**config.mk**
```make
export PLATFORM = sky130hd
export DESIGN_NAME = poll_io_device_flat
export DESIGN_NICKNAME = d
export VERILOG_FILES = /design/src/rtl/poll_io_pkg.sv /design/src/rtl/poll_io_if.sv /design/src/rtl/poll_io_device.sv /design/src/flat_wrapper.sv
export SDC_FILE = /design/constraint.sdc
export NUM_CORES = 1
export LEC_CHECK = 0
export ABC_AREA = 1
export BUFFER_PORTS_ARGS = -buffer_cell sky130_fd_sc_hd__buf_2
export CORE_MARGIN = 2
export CORE_UTILIZATION = 47
export CTS_CLUSTER_DIAMETER = 30
export DETAILED_ROUTE_END_ITERATION = 10
export HOLD_SLACK_MARGIN = 0.02
export PLACE_DENSITY = 0.78
export SETUP_SLACK_MARGIN = 0.4
export SLEW_MARGIN = 10
export SYNTH_ARGS = -nofsm -noshare
export SYNTH_HDL_FRONTEND = slang
export SYNTH_SLANG_ARGS = --single-unit
```
**constraint.sdc**
```tcl
create_clock -name core_clk_in -period 6.19 [get_ports core_clk_in]
set_input_delay 1.238 -clock core_clk_in [delete_from_list [all_inputs] [get_ports core_clk_in]]
set_output_delay 1.238 -clock core_clk_in [all_outputs]
set_load 0.005 [all_outputs]
```
**src/rtl/poll_io_pkg.sv**
```systemverilog
// Purpose: Shared constants for the eight-byte polled IO assembly link
// Assumes: One clock, asynchronous active-high reset
// Notes:   Assemblies travel as 64-bit words, byte 0 in bits 7:0
package poll_io_pkg;
  localparam int unsigned ASM_BYTES         = 8;
  localparam int unsigned ASM_W             = 64;
  // Command byte 0 bit positions
  localparam int unsigned CB0_LOAD          = 0;
  localparam int unsigned CB0_INCR          = 2;
  localparam int unsigned CB0_DIR           = 3;
  localparam int unsigned CB0_SSTOP         = 4;
  localparam int unsigned CB0_HSTOP         = 5;
  localparam int unsigned CB0_ENABLE        = 7;
  // Byte 2/3 split: axis in 7:5, type in 4:0
  localparam int unsigned AXIS_LSB          = 5;
  localparam int unsigned TYPE_W            = 5;
  // Message types
  localparam logic [4:0]  TYPE_ACT_POS      = 5'h01;
  localparam logic [4:0]  TYPE_CMD_POS      = 5'h02;
  localparam logic [4:0]  TYPE_ACT_VEL      = 5'h03;
  localparam logic [4:0]  TYPE_ERROR        = 5'h14;
  localparam logic [4:0]  TYPE_ATTR         = 5'h1B;
  // Attribute numbers of class 0x25
  localparam logic [7:0]  ATTR_SL_ENABLE    = 8'h34;
  localparam logic [7:0]  ATTR_SL_ACTION    = 8'h35;
  localparam logic [7:0]  ATTR_SL_POS       = 8'h36;
  localparam logic [7:0]  ATTR_SL_NEG       = 8'h37;
  localparam logic [7:0]  ATTR_INIT_VEL     = 8'h6E;
  // Error codes for the error response
  localparam logic [7:0]  ERR_BAD_ATTR      = 8'h09;
  localparam logic [7:0]  ERR_BAD_VALUE     = 8'h20;
  localparam logic [7:0]  ERR_BAD_TYPE      = 8'h08;
  // Reset values
  localparam logic [31:0] RST_INIT_VEL      = 32'h0000_0000;
  localparam logic [31:0] RST_SL_POS        = 32'h0000_0000;
  localparam logic [31:0] RST_SL_NEG        = 32'h0000_0000;
endpackage : poll_io_pkg

```
**src/rtl/poll_io_if.sv**
```systemverilog
// Purpose: Carrier joining the master and device ends of the poll link
// Assumes: Both ends on core_clk_in
// Notes:   cmd_valid / rsp_valid are high one cycle per command; a load pair holds them high two cycles
`timescale 1ns/1ps
interface poll_io_if;
  logic        cmd_valid;
  logic [63:0] cmd_data;
  logic        rsp_valid;
  logic [63:0] rsp_data;
  modport master (output cmd_valid, output cmd_data, input rsp_valid, input rsp_data);
  modport device (input cmd_valid, input cmd_data, output rsp_valid, output rsp_data);
endinterface : poll_io_if

```
**src/rtl/poll_io_device.sv**
```systemverilog
// Purpose: Device end: decodes command assemblies and builds responses
// Assumes: Motion state arrives as same-clock levels from the motion core
// Notes:   Response is issued one cycle after each command
`timescale 1ns/1ps
module poll_io_device #(
  parameter int unsigned AXIS_W = 3
) (
  // Clock and reset
  input  wire logic        core_clk_in,
  input  wire logic        rst_in,
  // Motion state
  input  wire logic [31:0] act_pos_in,
  input  wire logic [31:0] cmd_pos_in,
  input  wire logic [31:0] act_vel_in,
  input  wire logic [7:0]  status_in,
  // Status bits: 0 home, 1 dir, 2 fault, 3 on target, 4 busy,
  // 5 following err, 6 ccw, 7 cw; fault input separate
  input  wire logic        fault_pin_in,
  // Control to motion core
  output logic             enable_out,
  output logic             hard_stop_out,
  output logic             smooth_stop_out,
  output logic             dir_out,
  output logic             incr_out,
  output logic             sl_enable_out,
  output logic [7:0]       sl_action_out,
  output logic [31:0]      sl_pos_out,
  output logic [31:0]      sl_neg_out,
  output logic [31:0]      init_vel_out,
  // Link
  poll_io_if.device        link
);
  logic [7:0] cb [poll_io_pkg::ASM_BYTES];
  genvar g;
  generate
    for (g = 0; g < poll_io_pkg::ASM_BYTES; g++) begin : g_split
      assign cb[g] = link.cmd_data[8*g +: 8];
    end
  endgenerate

  function automatic logic attr_known(input logic [7:0] a);
    attr_known = (a == poll_io_pkg::ATTR_SL_ENABLE) || (a == poll_io_pkg::ATTR_SL_ACTION) ||
                 (a == poll_io_pkg::ATTR_SL_POS) || (a == poll_io_pkg::ATTR_SL_NEG) ||
                 (a == poll_io_pkg::ATTR_INIT_VEL);
  endfunction : attr_known

  // Load edge and last control bits
  logic        load_prev_r;
  logic [4:0]  ctl_r;
  // Stored attributes
  logic        sl_en_r;
  logic [7:0]  sl_act_r;
  logic [31:0] sl_pos_r;
  logic [31:0] sl_neg_r;
  logic [31:0] ivel_r;
  // Response and its strobe
  logic [63:0] rsp_r;
  logic        rsp_v_r;
  // Fault input after two synchroniser flops
  logic        fault_meta_r;
  logic        fault_sync_r;

  wire [4:0]  cmd_type  = cb[2][poll_io_pkg::TYPE_W-1:0];
  wire [2:0]  cmd_axis  = cb[2][7:poll_io_pkg::AXIS_LSB];
  wire [31:0] value     = {cb[7], cb[6], cb[5], cb[4]};
  wire        load_bit  = cb[0][poll_io_pkg::CB0_LOAD];
  wire        is_attr   = (cmd_type == poll_io_pkg::TYPE_ATTR);
  wire        is_poll   = (cmd_type == poll_io_pkg::TYPE_ACT_POS) ||
                          (cmd_type == poll_io_pkg::TYPE_CMD_POS) ||
                          (cmd_type == poll_io_pkg::TYPE_ACT_VEL);
  // Boolean attribute accepts only 0/1
  wire        val_ok    = (cb[3] != poll_io_pkg::ATTR_SL_ENABLE) || (value[31:1] == 31'h0000_0000);
  wire        attr_ok   = attr_known(cb[1]) && attr_known(cb[3]) && val_ok;
  wire        bad       = !is_poll && !(is_attr && attr_ok);
  wire        do_write  = link.cmd_valid && is_attr && attr_ok && load_bit && !load_prev_r;
  wire        type_bad  = !is_attr && !is_poll;
  // Type error outranks a value error, which outranks an attribute error
  wire [7:0]  err_code  = type_bad ? poll_io_pkg::ERR_BAD_TYPE :
                          !val_ok ? poll_io_pkg::ERR_BAD_VALUE : poll_io_pkg::ERR_BAD_ATTR;

  // One write strobe per attribute
  wire        wr_sl_en  = do_write && (cb[3] == poll_io_pkg::ATTR_SL_ENABLE);
  wire        wr_sl_act = do_write && (cb[3] == poll_io_pkg::ATTR_SL_ACTION);
  wire        wr_sl_pos = do_write && (cb[3] == poll_io_pkg::ATTR_SL_POS);
  wire        wr_sl_neg = do_write && (cb[3] == poll_io_pkg::ATTR_SL_NEG);
  wire        wr_ivel   = do_write && (cb[3] == poll_io_pkg::ATTR_INIT_VEL);

  // Attribute readback, showing the value after a write in the same command
  wire [31:0] nv_sl_en  = wr_sl_en ? {31'h0000_0000, value[0]} : {31'h0000_0000, sl_en_r};
  wire [31:0] nv_sl_act = wr_sl_act ? {24'h00_0000, value[7:0]} : {24'h00_0000, sl_act_r};
  wire [31:0] nv_sl_pos = wr_sl_pos ? value : sl_pos_r;
  wire [31:0] nv_sl_neg = wr_sl_neg ? value : sl_neg_r;
  wire [31:0] nv_ivel   = wr_ivel ? value : ivel_r;
  wire [31:0] get_val   = (cb[1] == poll_io_pkg::ATTR_SL_ENABLE) ? nv_sl_en :
                          (cb[1] == poll_io_pkg::ATTR_SL_ACTION) ? nv_sl_act :
                          (cb[1] == poll_io_pkg::ATTR_SL_POS)    ? nv_sl_pos :
                          (cb[1] == poll_io_pkg::ATTR_SL_NEG)    ? nv_sl_neg : nv_ivel;

  // Status levels from the motion core
  wire        st_home   = status_in[0];
  wire        st_dir    = status_in[1];
  wire        st_fault  = status_in[2];
  wire        st_target = status_in[3];
  wire        st_busy   = status_in[4];
  wire        st_follow = status_in[5];
  wire        st_ccw    = status_in[6];
  wire        st_cw     = status_in[7];

  // Limit flags use the stored limits, not a value written by this command
  wire        sw_neg    = sl_en_r && ($signed(act_pos_in) <= $signed(sl_neg_r));
  wire        sw_pos    = sl_en_r && ($signed(act_pos_in) >= $signed(sl_pos_r));

  // Enable is reported as set by the command being answered
  wire        en_now    = cb[0][poll_io_pkg::CB0_ENABLE];
  wire [4:0]  ctl_nxt   = {cb[0][poll_io_pkg::CB0_ENABLE], cb[0][poll_io_pkg::CB0_HSTOP],
                           cb[0][poll_io_pkg::CB0_SSTOP], cb[0][poll_io_pkg::CB0_DIR],
                           cb[0][poll_io_pkg::CB0_INCR]};
  wire [7:0]  sb0       = {en_now, 1'b0, st_home, st_dir, st_fault, st_target, 1'b0, st_busy};
  // Load complete always set: a write finishes in the cycle it is taken
  wire [7:0]  sb2       = {1'b1, 1'b0, st_follow, sw_neg, sw_pos, st_ccw, st_cw, fault_sync_r};
  wire [4:0]  rsp_type  = bad ? poll_io_pkg::TYPE_ERROR : cmd_type;
  wire [7:0]  sb3       = {cmd_axis, rsp_type};
  // Byte 1 undefined for poll types; zero is driven there
  wire [31:0] poll_val  = (cmd_type == poll_io_pkg::TYPE_ACT_POS) ? act_pos_in :
                          (cmd_type == poll_io_pkg::TYPE_CMD_POS) ? cmd_pos_in :
                          act_vel_in;
  wire [63:0] rsp_nxt   = bad     ? {cb[3], cb[2], 8'h00, err_code, sb3, sb2, 8'h00, sb0} :
                          is_attr ? {get_val, sb3, sb2, cb[1], sb0} :
                          {poll_val, sb3, sb2, 8'h00, sb0};

  // Two flops: the fault input is a pin from outside the clock domain
  always_ff @(posedge core_clk_in or posedge rst_in) begin
    if (rst_in) begin
      fault_meta_r <= 1'b0;
      fault_sync_r <= 1'b0;
    end else begin
      fault_meta_r <= fault_pin_in;
      fault_sync_r <= fault_meta_r;
    end
  end

  // Answer one cycle after the command; data holds until the next answer
  always_ff @(posedge core_clk_in or posedge rst_in) begin
    if (rst_in) begin
      rsp_v_r <= 1'b0;
      rsp_r   <= 64'h0000_0000_0000_0000;
    end else begin
      rsp_v_r <= link.cmd_valid;
      if (link.cmd_valid) begin
        rsp_r <= rsp_nxt;
      end
    end
  end

  // Load edge is tracked over every command, valid or not
  always_ff @(posedge core_clk_in or posedge rst_in) begin
    if (rst_in) begin
      load_prev_r <= 1'b0;
      ctl_r       <= 5'h00;
    end else if (link.cmd_valid) begin
      load_prev_r <= load_bit;
      ctl_r       <= ctl_nxt;
    end
  end

  // Stored attributes; limit and velocity reset values come from the package, enable and action reset to zero
  always_ff @(posedge core_clk_in or posedge rst_in) begin
    if (rst_in) begin
      sl_en_r  <= 1'b0;
      sl_act_r <= 8'h00;
      sl_pos_r <= poll_io_pkg::RST_SL_POS;
      sl_neg_r <= poll_io_pkg::RST_SL_NEG;
      ivel_r   <= poll_io_pkg::RST_INIT_VEL;
    end else begin
      sl_en_r  <= nv_sl_en[0];
      sl_act_r <= nv_sl_act[7:0];
      sl_pos_r <= nv_sl_pos;
      sl_neg_r <= nv_sl_neg;
      ivel_r   <= nv_ivel;
    end
  end

  assign link.rsp_valid  = rsp_v_r;
  assign link.rsp_data   = rsp_r;
  assign enable_out      = ctl_r[4];
  assign hard_stop_out   = ctl_r[3];
  assign smooth_stop_out = ctl_r[2];
  assign dir_out         = ctl_r[1];
  assign incr_out        = ctl_r[0];
  assign sl_enable_out   = sl_en_r;
  assign sl_action_out   = sl_act_r;
  assign sl_pos_out      = sl_pos_r;
  assign sl_neg_out      = sl_neg_r;
  assign init_vel_out    = ivel_r;
endmodule : poll_io_device

```
**src/flat_wrapper.sv**
```systemverilog
// flat-port wrapper written by rule: the top's interface ports become plain ports
module poll_io_device_flat 
#(
  parameter int unsigned AXIS_W = 3
)
  (core_clk_in, rst_in, act_pos_in, cmd_pos_in, act_vel_in, status_in, fault_pin_in, enable_out, hard_stop_out, smooth_stop_out, dir_out, incr_out, sl_enable_out, sl_action_out, sl_pos_out, sl_neg_out, init_vel_out, link_cmd_valid, link_cmd_data, link_rsp_valid, link_rsp_data);
  poll_io_if link_i ();
  input  wire logic core_clk_in;
  input  wire logic rst_in;
  input  wire logic [31:0] act_pos_in;
  input  wire logic [31:0] cmd_pos_in;
  input  wire logic [31:0] act_vel_in;
  input  wire logic [7:0] status_in;
  input  wire logic fault_pin_in;
  output logic enable_out;
  output logic hard_stop_out;
  output logic smooth_stop_out;
  output logic dir_out;
  output logic incr_out;
  output logic sl_enable_out;
  output logic [7:0] sl_action_out;
  output logic [31:0] sl_pos_out;
  output logic [31:0] sl_neg_out;
  output logic [31:0] init_vel_out;
  input wire logic [$bits(link_i.cmd_valid)-1:0] link_cmd_valid;
  input wire logic [$bits(link_i.cmd_data)-1:0] link_cmd_data;
  output wire logic [$bits(link_i.rsp_valid)-1:0] link_rsp_valid;
  output wire logic [$bits(link_i.rsp_data)-1:0] link_rsp_data;
  assign link_i.cmd_valid = link_cmd_valid;
  assign link_i.cmd_data = link_cmd_data;
  assign link_rsp_valid = link_i.rsp_valid;
  assign link_rsp_data = link_i.rsp_data;
  poll_io_device #(.AXIS_W(AXIS_W)) u_core (.core_clk_in(core_clk_in), .rst_in(rst_in), .act_pos_in(act_pos_in), .cmd_pos_in(cmd_pos_in), .act_vel_in(act_vel_in), .status_in(status_in), .fault_pin_in(fault_pin_in), .enable_out(enable_out), .hard_stop_out(hard_stop_out), .smooth_stop_out(smooth_stop_out), .dir_out(dir_out), .incr_out(incr_out), .sl_enable_out(sl_enable_out), .sl_action_out(sl_action_out), .sl_pos_out(sl_pos_out), .sl_neg_out(sl_neg_out), .init_vel_out(init_vel_out), .link(link_i));
endmodule
```
==> results.txt <==
status -> complete, no violations
Pwr Total -> 2719 µW
Sw Ratio -> 26.18%
Crit. End Element -> flop
Post-DP HPWL -> 29390 µm
largest net degree at the start of global routing -> 175
Post-DRT Antenna Nets -> 0
GP Congestion -> 0.9743
row cnt -> 54
clock skew -> 0.007403 ns
period utilization -> 65.19%
post-CTS resize count -> 0
total core area -> 21890 µm²
WP buf/inv -> 2
CP Cell Sequence -> buf_2 -> nor2_1 -> nand2_1 -> nor2_1 -> nand2_1 -> o21ai_1 -> nand4_4 -> buf_4 -> nand2_1 -> o21ai_0 -> nand2_1 -> nand3_1 -> a31oi_1 -> o21ai_1
Worst-path clk slew -> 0.07 ns
hold crit path type -> reg -> reg
critical path startpoint -> link_cmd_data[42]
Num CTS Buffers -> 17
TNS Setup -> 0 ns
Achievable Freq -> 247.8 MHz
GRT Total Usage -> 33.29%
Initial Utilization -> 47.97%
critical path's most frequent cell -> nand2_1
worst reg2reg endpoint -> u_core.link.rsp_data[44]
Synth Instances -> 1389
drt first pass iters -> 6
Mapped Area -> 10500 µm²
TritonCTS clock tree -> done
Relative slew margins -> 23.20%
static leakage -> 0.007062 µW
minimum clock period -> 4.035 ns
R2R depth -> 9
crit path launch type -> input pin
Crit path max-delay family -> simple AND/OR/NAND/NOR gates
Clock Power Share -> 45.4%
Top FF cell, synth -> dfrtp_1
sequential share of the synthesized area -> 41.46%
combinational fraction of design power -> 11.2%
most frequent cells in the layout -> 425 x nand2_1, 341 x buf_2, 178 x inv_1, 174 x dfrtp_1, 92 x o21ai_0
first-pass GRT wire length -> 60040 µm
final hold slack -> 0.3726 ns
register bit total from synthesis -> 174
Synth cell types -> 44
die width -> 153.5 µm
Worst Hold End -> u_core.fault_sync_r
Critical R2R Launch -> u_core.load_prev_r
EDFF count, synth -> 0
worst setup path class -> in -> reg
max incr delay on CP -> 0.70 ns
synthesis warning total -> 0
root buffer cell -> clkbuf_16
critical hold path startpoint -> u_core.fault_meta_r
Remaining DRCs -> 0
PortBufs -> 341
syn avg cell area -> 7.560 µm²
final hold viol count -> 0
Int Power -> 2007 µW
share of layout cells above drive strength 1 -> 24.62%
Hold Crit Depth -> 0
Pins Over Slew Limit -> 0
die area -> 23550 µm²
most common cell after layout, fill and taps aside -> nand2_1
CP Max Fanout -> 49
DR WL/cell -> 19.72 µm
total of max-cap violations -> 0
postcts setup bufs -> 0
sequential share of power -> 43.4%
required time of the worst setup path -> 6.51 ns
routed wire length -> 39430 µm
final setup violation count -> 0
peak supply drop -> 0.0001525 V
Tightest Pin Transition -> 1.152 ns
Critical-path top delay cell -> nand4_4
CP Depth -> 14
clock latency on the worst-skew pair -> 0.44 ns
ys async rst share -> 100.0%
DP Worst Slack -> 1.751 ns
Net Sw Power -> 712.0 µW
1st-iter DRT viols -> 995
final worst slack -> 2.155 ns
Die Ht -> 153.5 µm
fin nets -> 1938
GRT overflow -> 0
initial antenna violation count -> 4
Power per Cell Area -> 208.0 nW/µm²
IO Pins -> 347
area grow syn2layout -> 24.50%
# hold bufs at CTS -> 0
R2R Setup Slk -> 3.31 ns
clock sinks -> 174
DR vias -> 10880
clk buf depth -> 2
RSZ-0062 raised after global routing -> false
vias per cell -> 5.439
H-tree levels -> 4
CP arrival -> 4.36 ns
number of global-route vias before repair -> 10640
cell families (layout without fill, tap and decap cells):
logic type	after synthesis	after routing	synth area share, %
AND/OR/NAND/NOR	577	577	22.64
AO/OA/AOI/OAI	306	306	16.98
buffers and inverters	251	574	9.663
flip-flops	174	174	41.46
adder cells (fa/ha/maj)	64	64	7.625
multiplexers	16	16	1.596
other	1	9	0.03571
final cells by class:
type                    count  area (µm²)
diodes                      6       15.01
clock buffers              17       425.4
clock inverters            14       231.5
fillers                  2090        8817
inverters                 186       701.9
multi-input cells         966        5156
flip-flops and latches    174        4354
well taps                 280       350.3
repair buffers            357        1839
synthesized netlist by cell type, types with 13 or more instances:
cell type    n  share of area [%]
nand3_1     64                3.1
a21oi_1     59                2.8
dfrtp_1    174                 41
ha_1        64                7.6
nor2_1      52                1.9
o21ai_0     92                4.4
nand4_1     13               0.77
inv_1      180                6.4
o21ai_1     64                3.1
o211ai_1    46                3.3
mux2i_1     13                1.2
nand2_1    425                 15
clkbuf_1    42                1.5
sequential cells by signal, summed over array words and instances (netlist names):
| name | count |
|---|---|
| u_core.sl_pos_out | 32 |
| u_core.link.rsp_data | 61 |
| u_core.sl_neg_out | 32 |
| u_core.sl_enable_out | 1 |
| u_core.load_prev_r | 1 |
| u_core.fault_sync_r | 1 |
| u_core.sl_action_out | 8 |
| u_core.init_vel_out | 32 |
| u_core.ctl_r | 4 |
| u_core.fault_meta_r | 1 |
| u_core.link.rsp_valid | 1 |
routing by layer:
metal / global-route usage (%) / part of all wire, %
met3: 8.279 / 8.5
met4: 14.46 / 4.5
met1: 39.52 / 38
met5: 0 / 0
met2: 57.36 / 49
power groups by stage:
stage | Clock [µW] | Sequential (µW) | Combinational, µW
after detailed placement | 0 | 1200 | 304
after floorplan | 0 | 1210 | 141
after CTS | 1240 | 1180 | 306
final | 1230 | 1180 | 305
after global placement | 0 | 1200 | 297
after global routing | 1300 | 1180 | 342
stage by stage:
step	util [%]	cells	cell area (µm²)
floorplan	-	1391	10510
global placement	56.65	1963	12400
detailed placement	56.65	1963	12400
global route	59.68	1996	13060
CTS	59.65	1994	13060
finish	59.72	2000	13070
worst max path at each step:
| stage | endpoint | slack, ns |
|---|---|---|
| final | u_core.link.rsp_data[44] | 2.15 |
| after global routing | u_core.link.rsp_data[46] | 1.90 |
| after floorplan | u_core.ctl_r[0] | 2.73 |
| after detailed placement | u_core.link.rsp_data[40] | 1.75 |
| after CTS | u_core.link.rsp_data[40] | 2.22 |
| after global placement | u_core.link.rsp_data[40] | 1.80 |
Note: power is estimated with default switching activity, not from simulation.
